File: config.mk
export PLATFORM = sky130hd
export DESIGN_NAME = oscr_regs
export DESIGN_NICKNAME = d
export VERILOG_FILES = /design/src/verilog/oscr_pkg.sv /design/src/verilog/oscr_regs.sv
export SDC_FILE = /design/constraint.sdc
export NUM_CORES = 1
export LEC_CHECK = 0
export BUFFER_PORTS_ARGS = -buffer_cell sky130_fd_sc_hd__buf_2
export CORE_MARGIN = 1.5
export CORE_UTILIZATION = 40
export DETAILED_ROUTE_END_ITERATION = 10
export PLACE_DENSITY_LB_ADDON = 0.05
export SYNTH_ARGS = -nofsm -noshare
export SYNTH_HDL_FRONTEND = slang
export SYNTH_SLANG_ARGS = --single-unit
File: constraint.sdc
create_clock -name clk_sys -period 3.2 [get_ports clk_sys]
set_input_delay 0.64 -clock clk_sys [delete_from_list [all_inputs] [get_ports clk_sys]]
set_output_delay 0.64 -clock clk_sys [all_outputs]
set_load 0.005 [all_outputs]
File: src/verilog/oscr_pkg.sv
// package: constants and types for the oscillator control registers
package oscr_pkg;

    // ------------------------------------------------------------
    // register map and fields
    // ------------------------------------------------------------
    localparam logic [1:0] OSCR_ADDR_CTRL = 2'h0;
    localparam logic [1:0] OSCR_ADDR_DIV  = 2'h1;
    localparam logic [1:0] OSCR_ADDR_TRIM = 2'h2;

    localparam logic [7:0] OSCR_KEY_HI_A = 8'h78;
    localparam logic [7:0] OSCR_KEY_HI_B = 8'h9a;
    localparam logic [7:0] OSCR_KEY_LO_A = 8'h46;
    localparam logic [7:0] OSCR_KEY_LO_B = 8'h57;

    localparam logic [2:0] OSCR_SRC_FRC      = 3'h0;
    localparam logic [2:0] OSCR_SRC_FRC_PLL  = 3'h1;
    localparam logic [2:0] OSCR_SRC_PRI      = 3'h2;
    localparam logic [2:0] OSCR_SRC_PRI_PLL  = 3'h3;
    localparam logic [2:0] OSCR_SRC_SEC      = 3'h4;
    localparam logic [2:0] OSCR_SRC_LOW_POWER_RC_OSC     = 3'h5;
    localparam logic [2:0] OSCR_SRC_RESERVED = 3'h6;
    localparam logic [2:0] OSCR_SRC_FRC_DIV  = 3'h7;

    localparam logic [15:0] OSCR_DIV_RESET  = 16'h0100;
    localparam logic [5:0]  OSCR_TRIM_RESET = 6'h00;

    // cycles of the new clock counted before changeover
    localparam int          OSCR_SETTLE_CYCLES = 10;
    localparam logic [3:0]  OSCR_SETTLE_LAST   =
        4'(OSCR_SETTLE_CYCLES - 1);

    typedef struct packed {
        logic [1:0]  addr;
        logic [15:0] wdata;
        logic        wr;
        logic        rd;
    } oscr_bus_t;

    typedef enum logic [1:0] {
        OSCR_IDLE,
        OSCR_WAIT_READY,
        OSCR_SETTLE
    } oscr_state_t;

endpackage

File: src/verilog/oscr_regs.sv
// module: oscillator control, divider and trim registers
module oscr_regs
(
    input  wire logic              clk_sys,
    input  wire logic              reset,
    input  wire logic [1:0]        reg_addr,
    input  wire logic [15:0]       reg_wdata,
    input  wire logic              reg_wr,
    input  wire logic              reg_rd,
    output logic      [15:0]       reg_rdata,
    input  wire logic [2:0]        initial_source_cfg,
    input  wire logic              switch_monitor_cfg,
    input  wire logic              one_way_pin_lock_cfg,
    input  wire logic              new_source_ready,
    input  wire logic              new_clock_tick,
    input  wire logic              pll_locked,
    input  wire logic              failsafe_monitor_fail,
    input  wire logic              irq_event,
    output logic      [2:0]        current_source_sel,
    output logic      [2:0]        target_source,
    output logic                   pin_map_lock,
    output logic                   primary_sleep_keep,
    output logic                   secondary_osc_on,
    output logic      [7:0]        periph_ratio,
    output logic      [8:0]        rc_divisor,
    output logic signed [5:0]      rc_trim
);

    // ------------------------------------------------------------
    // bus decode
    // ------------------------------------------------------------
    oscr_pkg::oscr_bus_t bus;
    assign bus = '{reg_addr, reg_wdata, reg_wr, reg_rd};

    wire wr_ctrl = bus.wr && bus.addr == oscr_pkg::OSCR_ADDR_CTRL;
    wire wr_div  = bus.wr && bus.addr == oscr_pkg::OSCR_ADDR_DIV;
    wire wr_trim = bus.wr && bus.addr == oscr_pkg::OSCR_ADDR_TRIM;
    wire [7:0] wr_hi = bus.wdata[15:8];
    wire [7:0] wr_lo = bus.wdata[7:0];

    // ------------------------------------------------------------
    // unlock sequences
    // ------------------------------------------------------------
    // stage: 0 idle, 1 first key seen, 2 unlocked for one write
    logic [1:0] hi_key_q;
    logic [1:0] hi_key_d;
    logic [1:0] lo_key_q;
    logic [1:0] lo_key_d;

    wire hi_open = hi_key_q == 2'h2;
    wire lo_open = lo_key_q == 2'h2;

    // any write breaks a partial sequence; only the next write is open
    always_comb
    begin
        hi_key_d = hi_key_q;
        lo_key_d = lo_key_q;
        if (bus.wr)
        begin
            hi_key_d = 2'h0;
            lo_key_d = 2'h0;
            if (wr_ctrl && hi_key_q == 2'h0
                && wr_hi == oscr_pkg::OSCR_KEY_HI_A)
            begin
                hi_key_d = 2'h1;
            end
            else if (wr_ctrl && hi_key_q == 2'h1
                     && wr_hi == oscr_pkg::OSCR_KEY_HI_B)
            begin
                hi_key_d = 2'h2;
            end
            if (wr_ctrl && lo_key_q == 2'h0
                && wr_lo == oscr_pkg::OSCR_KEY_LO_A)
            begin
                lo_key_d = 2'h1;
            end
            else if (wr_ctrl && lo_key_q == 2'h1
                     && wr_lo == oscr_pkg::OSCR_KEY_LO_B)
            begin
                lo_key_d = 2'h2;
            end
        end
    end

    always_ff @(posedge clk_sys)
    begin
        if (reset)
        begin
            hi_key_q <= 2'h0;
            lo_key_q <= 2'h0;
        end
        else
        begin
            hi_key_q <= hi_key_d;
            lo_key_q <= lo_key_d;
        end
    end

    wire hi_write = wr_ctrl && hi_open;
    wire lo_write = wr_ctrl && lo_open;

    // ------------------------------------------------------------
    // control register state
    // ------------------------------------------------------------
    logic [2:0] cur_q;
    logic [2:0] req_q;
    logic       start_q;
    logic       src_lock_q;
    logic       pin_lock_q;
    logic       fail_q;
    logic       keep_q;
    logic       sec_q;
    logic       strap_q;
    oscr_pkg::oscr_state_t state_q;
    logic [3:0] settle_q;

    // switching is allowed only when the configuration bit is low
    wire sw_enabled = !switch_monitor_cfg;
    wire locked_sel = src_lock_q && sw_enabled;
    wire start_req  = lo_write && wr_lo[0] && sw_enabled && !locked_sel;
    wire redundant  = req_q == cur_q;
    wire begin_sw   = state_q == oscr_pkg::OSCR_IDLE && start_q && !redundant;
    wire finish_sw  = state_q == oscr_pkg::OSCR_SETTLE && new_clock_tick
                      && settle_q == oscr_pkg::OSCR_SETTLE_LAST;
    wire cur_pll    = cur_q == oscr_pkg::OSCR_SRC_FRC_PLL
                      || cur_q == oscr_pkg::OSCR_SRC_PRI_PLL;
    wire switching  = state_q != oscr_pkg::OSCR_IDLE;
    wire pll_status = pll_locked && cur_pll && !switching;

    // ------------------------------------------------------------
    // switch sequencer
    // ------------------------------------------------------------
    always_ff @(posedge clk_sys)
    begin
        if (reset)
        begin
            state_q  <= oscr_pkg::OSCR_IDLE;
            settle_q <= 4'h0;
        end
        else
        begin
            unique case (state_q)
                oscr_pkg::OSCR_IDLE:
                    if (begin_sw)
                    begin
                        state_q <= oscr_pkg::OSCR_WAIT_READY;
                    end
                oscr_pkg::OSCR_WAIT_READY:
                    if (new_source_ready)
                    begin
                        state_q  <= oscr_pkg::OSCR_SETTLE;
                        settle_q <= 4'h0;
                    end
                oscr_pkg::OSCR_SETTLE:
                    if (finish_sw)
                    begin
                        state_q <= oscr_pkg::OSCR_IDLE;
                    end
                    else if (new_clock_tick)
                    begin
                        settle_q <= settle_q + 4'h1;
                    end
            endcase
        end
    end

    // configuration strap captured on the first clock after reset
    always_ff @(posedge clk_sys)
    begin
        if (reset)
        begin
            strap_q <= 1'b1;
        end
        else
        begin
            strap_q <= 1'b0;
        end
    end

    always_ff @(posedge clk_sys)
    begin
        if (reset)
        begin
            cur_q      <= oscr_pkg::OSCR_SRC_FRC_DIV;
            req_q      <= oscr_pkg::OSCR_SRC_FRC_DIV;
            start_q    <= 1'b0;
            src_lock_q <= 1'b0;
            pin_lock_q <= 1'b0;
            fail_q     <= 1'b0;
            keep_q     <= 1'b0;
            sec_q      <= 1'b0;
        end
        else
        begin
            if (strap_q)
            begin
                cur_q <= initial_source_cfg;
                req_q <= initial_source_cfg;
            end
            else if (finish_sw)
            begin
                cur_q <= req_q;
            end
            if (!strap_q && hi_write && sw_enabled && !locked_sel && !switching
                && wr_hi[2:0] != oscr_pkg::OSCR_SRC_RESERVED)
            begin
                req_q <= wr_hi[2:0];
            end
            if (!sw_enabled || finish_sw
                || (start_q && redundant && !switching))
            begin
                start_q <= 1'b0;
            end
            else if (start_req)
            begin
                start_q <= 1'b1;
            end
            if (lo_write && wr_lo[7])
            begin
                src_lock_q <= 1'b1;
            end
            if (lo_write && !(one_way_pin_lock_cfg && pin_lock_q))
            begin
                pin_lock_q <= wr_lo[6];
            end
            if (failsafe_monitor_fail)
            begin
                fail_q <= 1'b1;
            end
            else if (begin_sw || (lo_write && !wr_lo[3]))
            begin
                fail_q <= 1'b0;
            end
            if (lo_write)
            begin
                keep_q <= wr_lo[2];
                sec_q  <= wr_lo[1];
            end
        end
    end

    // ------------------------------------------------------------
    // divider and trim registers
    // ------------------------------------------------------------
    logic [7:0] div_q;
    logic [5:0] trim_q;

    always_ff @(posedge clk_sys)
    begin
        if (reset)
        begin
            div_q  <= oscr_pkg::OSCR_DIV_RESET[15:8];
            trim_q <= oscr_pkg::OSCR_TRIM_RESET;
        end
        else
        begin
            if (wr_div)
            begin
                div_q <= wr_hi;
            end
            if (irq_event && div_q[7] && !(wr_div && !wr_hi[7]))
            begin
                div_q[3] <= 1'b0;
            end
            if (wr_trim)
            begin
                trim_q <= wr_lo[5:0];
            end
        end
    end

    // ------------------------------------------------------------
    // outputs
    // ------------------------------------------------------------
    wire [2:0] ratio_code = div_q[3] ? div_q[6:4] : 3'h0;
    assign periph_ratio       = 8'h01 << ratio_code;
    // code 7 skips divide by 128 and jumps to 256
    wire [3:0] post_shift = div_q[2:0] == 3'h7 ? 4'h8 : {1'b0, div_q[2:0]};
    assign rc_divisor         = 9'h001 << post_shift;
    assign rc_trim            = signed'(trim_q);
    assign current_source_sel = cur_q;
    assign target_source      = req_q;
    assign pin_map_lock       = pin_lock_q;
    assign primary_sleep_keep = keep_q;
    assign secondary_osc_on   = sec_q;

    // ------------------------------------------------------------
    // read mux
    // ------------------------------------------------------------
    wire [15:0] ctrl_word = {1'b0, cur_q, 1'b0, req_q, src_lock_q,
                             pin_lock_q, pll_status, 1'b0, fail_q,
                             keep_q, sec_q, start_q};
    wire [15:0] rd_word =
        bus.addr == oscr_pkg::OSCR_ADDR_CTRL ? ctrl_word :
        bus.addr == oscr_pkg::OSCR_ADDR_DIV  ? {div_q, 8'h00} :
        bus.addr == oscr_pkg::OSCR_ADDR_TRIM ? {10'h000, trim_q} :
        16'h0000;

    always_ff @(posedge clk_sys)
    begin
        if (reset)
        begin
            reg_rdata <= 16'h0000;
        end
        else
        begin
            reg_rdata <= bus.rd ? rd_word : 16'h0000;
        end
    end
endmodule // oscr_regs

-- Word-level counts from Yosys, hierarchy flattened
Index checks and enable logic that the tools add are counted.
- register bits after elaboration: 53
- bits of input ports: 32
- word-level logic and storage cells: 137
- output and inout bits: 48
- shift-type cells: 2
- equality and inequality tests: 23
- reductions and logical operators: 66
- multiplexer cells: 24
- bitwise operators: 2
- add/sub/neg operators: 1
- operators by type and width (kind ; number):
    $logic_and A1 B1 Y1 ; 37
    $eq A8 B7 Y1 const B ; 3
    $mux W16 ; 1
    $mux W4 ; 4
    $mux W15 ; 1
    $mux W3 ; 5
    $mux W2 ; 7
    $ne A2 B2 Y1 const B ; 5
    $reduce_bool A2 Y1 ; 5
    $logic_not A1 Y1 ; 9
    $shl A1 B4 Y9 const A ; 1
    $eq A2 B1 Y1 const B ; 4
    $eq A2 B2 Y1 const B ; 4
    $eq A8 B8 Y1 const B ; 1
    $logic_not A2 Y1 ; 4
    $pmux W4 S2 ; 1
    $shl A1 B3 Y8 const A ; 1
    $mux W6 ; 1
    $pmux W2 S3 ; 1
    $reduce_or A2 Y1 ; 3
    $reduce_or A5 Y1 ; 1
    $add A4 B1 Y4 const B ; 1
    $eq A4 B4 Y1 const B ; 1
    $logic_or A1 B1 Y1 ; 4
    10 further kinds ; 13

-- Longest topological paths before layout
Gate-level depths: netlist of run 1.
- depth after elaboration: 9
- depth in mapped cells: 6
- gate-level depth less buffers: 6

-- Worst setup path before layout of run 1
OpenSTA, ideal clock, no wires.
- path type: input port to flip-flop
- start: input port new_clock_tick
- end: register state_q[0]
- cell stages on the path: 4
- arrival: 1.629 ns
- data required time: 3.079 ns
- path slack: 1.450 ns
- buffers on the path: 0
- setup time: 0.121 ns
- cell sequence: and4b_4 nand2_1 a221oi_2 mux2_2
- longest elaborated chain between the ends: 4
- ends and longest elaborated chain (element ; line ; text):
    start: declaration ; oscr_regs.sv:15 ; input wire logic new_clock_tick,
    $logic_and A1 B1 Y1 ; oscr_regs.sv:123 ; wire finish_sw = state_q == oscr_pkg::OSCR_SETTLE && new_clock_tick
    $logic_and A1 B1 Y1 ; oscr_regs.sv:124 ; && settle_q == oscr_pkg::OSCR_SETTLE_LAST;
    $ne A2 B2 Y1 (no source line) ; -- ;
    $reduce_and A3 Y1 (no source line) ; -- ;
    end signal: assignment ; oscr_regs.sv:137 ; state_q <= oscr_pkg::OSCR_IDLE;
    end signal: assignment ; oscr_regs.sv:146 ; state_q <= oscr_pkg::OSCR_WAIT_READY;
    end signal: assignment ; oscr_regs.sv:151 ; state_q <= oscr_pkg::OSCR_SETTLE;
    end: declaration ; oscr_regs.sv:114 ; oscr_pkg::oscr_state_t state_q;
Every way passes these cells.
A chain may end at the register's enable or synchronous reset.

-- Final worst setup path of run 1
- start: register state_q[0]
- end: register state_q[0]
- longest elaborated chain between the ends: 5
- elaborated cells on any way between the ends: 12
- classes of those cells: eq/ne: 5; mux: 1; reduce/logical: 6
- ends and longest elaborated chain (element ; line):
    $eq A2 B2 Y1 or $logic_not A2 Y1 (tied branches) ; oscr_regs.sv:123, oscr_regs.sv:142, oscr_regs.sv:122
    $logic_and A1 B1 Y1 (on tied branches) ; oscr_regs.sv:123, oscr_regs.sv:122
    $logic_and A1 B1 Y1 (on tied branches) ; oscr_regs.sv:124, oscr_regs.sv:122
    $ne A2 B2 Y1 (no source line) ; --
    $reduce_and A3 Y1 (no source line) ; --
Several ways; a longest one is shown, not always the timed one.

==> results of run 1 <==
-- state kept, by name (all words and copies together) (netlist names) --
signal / count
src_lock_q: 1
div_q: 8
hi_key_q: 2
current_source_sel: 3
reg_rdata: 16
rc_trim: 6
secondary_osc_on: 1
state_q: 2
target_source: 3
start_q: 1
pin_map_lock: 1
lo_key_q: 2
strap_q: 1
settle_q: 4
primary_sleep_keep: 1
fail_q: 1
-- where the power goes --
group | switching, W | internal, W
registers | 0.0000206 | 0.000679
clock network | 0.000225 | 0.000255
logic | 0.0000962 | 0.0000846
-- final timing paths --
check | startpoint | endpoint | slack, ns | depth (start not counted)
setup / recovery | state_q[0] | state_q[0] | 1.32 | 6
hold / removal | primary_sleep_keep | primary_sleep_keep | 0.48 | 2
setup reg to reg | state_q[0] | state_q[0] | 1.32 | 6
hold reg to reg | primary_sleep_keep | primary_sleep_keep | 0.48 | 2
-- routing by layer --
metal  part of all wire  vias to the layer above  global-route usage
met5                  0                        -                   0
met2               0.44                       53               0.283
li1                   -                     1074                   -
met1               0.49                      961               0.240
met3              0.055                        8              0.0438
met4              0.017                        0              0.0655
-- stage by stage --
step	area (sq um)	cells	setup slack [ns]	utilization
2_1_floorplan	2430	270	1.45	-
3_3_place_gp	2850	409	1.19	0.484
3_5_place_dp	2850	409	1.13	0.484
4_1_cts	2970	417	1.31	0.505
5_1_grt	2970	417	1.19	0.505
6_report	2970	417	1.32	0.505
-- placed cells by master (no fill, tap or decap), drive strengths merged, types with 4 or more instances in the layout --
master / Yosys / layout
nand3: 8 / 8
nor3b: 5 / 5
and3: 4 / 4
nor2: 43 / 43
nand2: 15 / 15
or3: 6 / 6
nor2b: 7 / 7
buf: 5 / 78
ha: 5 / 5
clkbuf: 9 / 6
mux2i: 27 / 27
a21oi: 12 / 12
dfxtp: 53 / 53
nand2b: 9 / 9
nor3: 4 / 4
nand3b: 4 / 4
inv: 9 / 9
-- cells in the mapped netlist, drive strengths merged, types with 2 or more instances --
| cell type | n | area (sq um) |
|---|---|---|
| inv | 9 | 33.8 |
| o21bai | 3 | 22.5 |
| o21ai | 3 | 15.0 |
| a21oi | 12 | 60.1 |
| and3b | 3 | 26.3 |
| a211oi | 3 | 22.5 |
| nand4 | 3 | 18.8 |
| nor2 | 43 | 161 |
| buf | 5 | 26.3 |
| a211o | 2 | 26.3 |
| and3 | 4 | 25.0 |
| a21boi | 3 | 22.5 |
| nand3 | 8 | 40.0 |
| nor2b | 7 | 43.8 |
| or3 | 6 | 37.5 |
| nand2 | 15 | 56.3 |
| nand3b | 4 | 30.0 |
| ha | 5 | 62.6 |
| nand2b | 9 | 56.3 |
| o31ai | 3 | 22.5 |
| clkbuf | 9 | 33.8 |
| dfxtp | 53 | 1060 |
| nor3b | 5 | 42.5 |
| nor4b | 3 | 26.3 |
| and2 | 2 | 13.8 |
| xor2 | 3 | 26.3 |
| mux2i | 27 | 270 |
| nor3 | 4 | 20.0 |
| or2 | 2 | 12.5 |
-- worst min-delay path, cell delays in order (launching register included) --
cell,delay (ns)
dfxtp_1,0.34
nand2_1,0.06
a21oi_1,0.05
-- final cells by class --
cell class                      instances  area, sq um  area share
Multi-Input combinational cell        194         1270       0.428
Clock buffer                            6         82.6      0.0278
Timing Repair Buffer                   78          390       0.131
Tap cell                               75         93.8      0.0316
Clock inverter                          2         37.5      0.0126
Inverter                                9         33.8      0.0114
Sequential cell                        53         1060       0.357
-- logic make-up (layout without fill, tap and decap cells) --
group	Yosys count	after routing	synth area share
buf+inv	23	95	0.0387
compound gates	36	36	0.106
flops	53	53	0.437
other cells	1	1	0.00155
mux	28	28	0.116
simple gates	121	121	0.264
fa+ha+maj	5	5	0.0258
xor+xnor	3	3	0.0108
==> impl_metrics.toml, run 1 <==
[outcome]
status = "completed"

[placed_design]
port_buffers = 78
place_congestion = 0.757
dpl.hpwl_um = 4350

[timing]
setup_viol = 0
drv_slew = 0
setup-tns-final_ns = 0
timing.fmax_mhz = 532
clock-skew-final_ns = 0.00682
grt_setup_unrepaired = "no"
timing.hold.ws_ns = 0.480
timing.final.crit_share = 0.588
slew_headroom = 0.553
timing_hold_violations_final = 0
worst_pin_slew_ns = 0.670
fin_crit_ns = 1.88

[global_route]
grt_pass1_wl_um = 9030
grt_max_degree = 40
grt_pass1_vias = 1869
grt_overflow_total = 0
grt_usage = 0.180
antenna_found_initial = 0

[yosys]
synthArstFlopShare = 0
synth-seq-area-share = 0.437
synth.avg_cell_area_sq_um = 8.99
synth_nets = 307
synth_cell_type_count = 46
syn_area_sq_um = 2430
syn_inst = 270
synth-edff-count = 0
synth-seq-cells = 53
yosys_warnings = 0
synthFlopType = "dfxtp_1"

[layout]
antenna_cells = 0
nNetsFinal = 378
areaGrowthSynthToFinish_pct = 22.4
fillerInstances = 583
drive_gt1_frac = 0.278

[power]
p_per_area_nw_per_um2 = 458
power.leakage_nw = 1.37
ir_worst_vdd_mv = 0.194
power_w = 0.00136

[setup_path]
worstSetupEndpointType = "flip-flop"
cp_slowest_cell = "mux2_2"
cp-start-kind = "flip-flop"
crit_path_max_fanout = 6
worstPathArrival_ns = 2.08
cp_top_family = "simple AND/OR/NAND/NOR gates"
path_class = "flip-flop to flip-flop"
crit_chain = "inv_1 -> ha_1 -> and4b_4 -> nand2_1 -> a221oi_2 -> mux2_2"
path_buf_inv = 1
required_ns = 3.40
critPathMaxStageDelay_ns = 0.37

[floorplanning]
row_count = 28
die_w_um = 80.9
start_util = 0.412
die-area_sq_um = 6540
io_pins = 80
core-area_sq_um = 5890
die_h_um = 80.9

[job]
drv_cap = 0

[clock_network]
cts_resized = 0
clock_latency_ns = 0.31
cts_tree = "yes"
clock_sinks = 53
htreeDepth = 2
path_clk_slew_ns = 0.10
clockRootBuffer = "clkbuf_8"
post-cts-setup-buffers = 0
cts_made_buffers = 5
cts_hold_buf = 0
cts_max_path_buffers = 2

[route]
vias = 2096
routed_wl_um = 5820
viasPerCell = 5.03
dr.pass1.iters = 4
drcViolationCount = 0
wl_per_cell_um = 14.0
ant_nets = 0
drtIter0Drc = 123

[min_path]
holdCritPathClass = "flip-flop to flip-flop"
No activity file was read; power rests on OpenSTA's default activity.
==> run 2, diff against run 1 <==
==> constraint.sdc (replaced) <==
create_clock -name clk_sys -period 1.7 [get_ports clk_sys]
set_input_delay 0.34 -clock clk_sys [delete_from_list [all_inputs] [get_ports clk_sys]]
set_output_delay 0.34 -clock clk_sys [all_outputs]
set_load 0.005 [all_outputs]
==> run 2 against run 1 <==
Against the previous run: sequential power increased by 87%; fmax increased by 14%; clock power increased by 45%; worst setup slack got worse by 1.3 ns; clock skew decreased by 0.00095 ns; utilization increased by 2.4 points; flip-flop and latch count unchanged; sequential share of layout area decreased by 1.6 points; register-to-register slack got worse by 1.3 ns; count of clock-buffer cells in the layout unchanged; combinational power increased by 140%; power increased by 79%; critical endpoint is now settle_q[3]; largest cell class unchanged.
==> impl_metrics.toml, run 2 (same netlist as run 1, synthesis figures left out) <==
[outcome]
status = "completed"

[layout]
final_cell_mix = "buf_2 (78), dfxtp_1 (51), nor2_1 (43), mux2i_1 (26), buf_4 (18)"
drive_gt1_frac = 0.335
fillerInstances = 585
antenna_cells = 0
mostFrequentLayoutCell = "buf_2"
nNetsFinal = 397
largest_reg_flops = 16
areaGrowthSynthToFinish_pct = 28.4
regMostFlops = "reg_rdata"
finalInstanceArea_sq_um = 3110

[route]
viasPerCell = 4.90
routed_wl_um = 5880
dr.pass1.iters = 4
drcViolationCount = 0
drtIter0Drc = 107
ant_nets = 0
vias = 2135
wl_per_cell_um = 13.5

[clock_network]
clock_latency_ns = 0.30
cts_max_path_buffers = 2
path_clk_slew_ns = 0.09
htreeDepth = 2
clock_sinks = 53
cts_made_buffers = 5
cts_tree = "yes"
clockRootBuffer = "clkbuf_8"
cts_hold_buf = 0

[setup_path]
path_class = "flip-flop to flip-flop"
rr_startpoint = "state_q[0]"
ff2ff_setup_slack_ns = 0.05
critPathMaxStageDelay_ns = 0.34
cp_top_family = "compound AO/OA/AOI/OAI gates"
cp-start-kind = "flip-flop"
worstSetupEndpointType = "flip-flop"
crit_chain = "inv_2 -> ha_4 -> buf_6 -> mux2i_2 -> a211o_4 -> or3_4 -> a21oi_2"
path_buf_inv = 2
crit_start = "state_q[0]"
reg2regPathDepth = 7
worst-path-stages = 7
worstPathArrival_ns = 1.90
cp_slowest_cell = "dfxtp_2"
required_ns = 1.94
endpoint = "settle_q[3]"
r2r-end = "settle_q[3]"
crit_path_max_fanout = 8

[power]
power.leakage_nw = 1.46
ir_worst_vdd_mv = 0.398
p_per_area_nw_per_um2 = 782

[min_path]
min_from = "failsafe_monitor_fail"
holdCritPathClass = "input port to flip-flop"

[floorplanning]
die-area_sq_um = 6540
core-area_sq_um = 5890
start_util = 0.412
io_pins = 80
die_h_um = 80.9
die_w_um = 80.9
row_count = 28

[global_route]
grt_pass1_wl_um = 9340
grt_usage = 0.187
antenna_found_initial = 0
grt_overflow_total = 0
grt_max_degree = 21
grt_pass1_vias = 1916

[placed_design]
port_buffers = 78
place_ws_ns = -0.0166
place_congestion = 0.834
place_area_sq_um = 2990
dpl.hpwl_um = 4500

[timing]
drv_slew = 0
timing.final.crit_share = 0.973
timing.fmax_mhz = 605
timing_hold_violations_final = 0
grt_setup_unrepaired = "yes"
fin_crit_ns = 1.65
clock-skew-final_ns = 0.00587
setup_viol = 0
setup_slack_ns = 0.0461

[job]
drv_cap = 0
[run 2: cell types whose count changed in the layout (fill, tap and decap cells not counted), sizes merged]
cell      delta
buf         +19
clkinv       +2
bufinv       -1
clkinvlp     -1
[run 2: timing repair]
item / CTS / global route
pin swaps: 3 / 7
hold endpoints to repair: 0 / 0
setup endpoints to repair: 2 / 6
resized for setup: 2 / 8
setup buffers: 1 / 0
gates cloned: 0 / 0
[run 2: tightest hold or removal path, delay by kind of cell]
kind | cells | cell delay (ns)
AO/OA/AOI/OAI | 1 | 0.05
buffers and inverters | 2 | 0.13
[run 2: power by group]
part / switching (W) / internal, W / total, W
Combinational: 0.000210 / 0.000223 / 0.000433
Sequential: 0.0000295 / 0.00128 / 0.00131
Clock: 0.000408 / 0.000287 / 0.000695
[run 2: worst min-delay path by stage]
stage / slack (ns) / cells past startpoint / endpoint
finish: 0.26 / 3 / fail_q
global route: 0.27 / 3 / fail_q
CTS: 0.25 / 3 / fail_q
detailed placement: 0.47 / 2 / primary_sleep_keep
global placement: 0.47 / 2 / secondary_osc_on
floorplan: 0.37 / 0 / strap_q
[run 2: per-layer routing]
layer,track usage,part of all wire,vias up
met1,0.269,0.50,964
met5,0,0,-
li1,-,-,1112
met4,0.0534,0.0046,0
met2,0.277,0.44,57
met3,0.0438,0.051,2
[run 2: final cells by class]
class                   instances  area, sq um  area share
inverters                       9         33.8      0.0108
clock inverters                 2         10.0     0.00321
multi-input cells             194         1300       0.419
repair buffers                 97          537       0.172
well taps                      75         93.8      0.0301
clock buffers                   6         72.6      0.0233
flip-flops and latches         53         1060       0.342
[run 2: metrics by stage]
stage / utilization / instances / hold WS, ns / setup TNS [ns] / power, W
3_5_place_dp: 0.508 / 427 / 0.470 / -0.0166 / 0.00174
4_1_cts: 0.523 / 436 / 0.255 / 0 / 0.00245
3_3_place_gp: 0.508 / 427 / 0.469 / 0 / 0.00174
2_1_floorplan: - / 270 / 0.368 / 0 / 0.00156
5_1_grt: 0.529 / 436 / 0.270 / -0.0199 / 0.00255
6_report: 0.529 / 436 / 0.261 / 0 / 0.00244
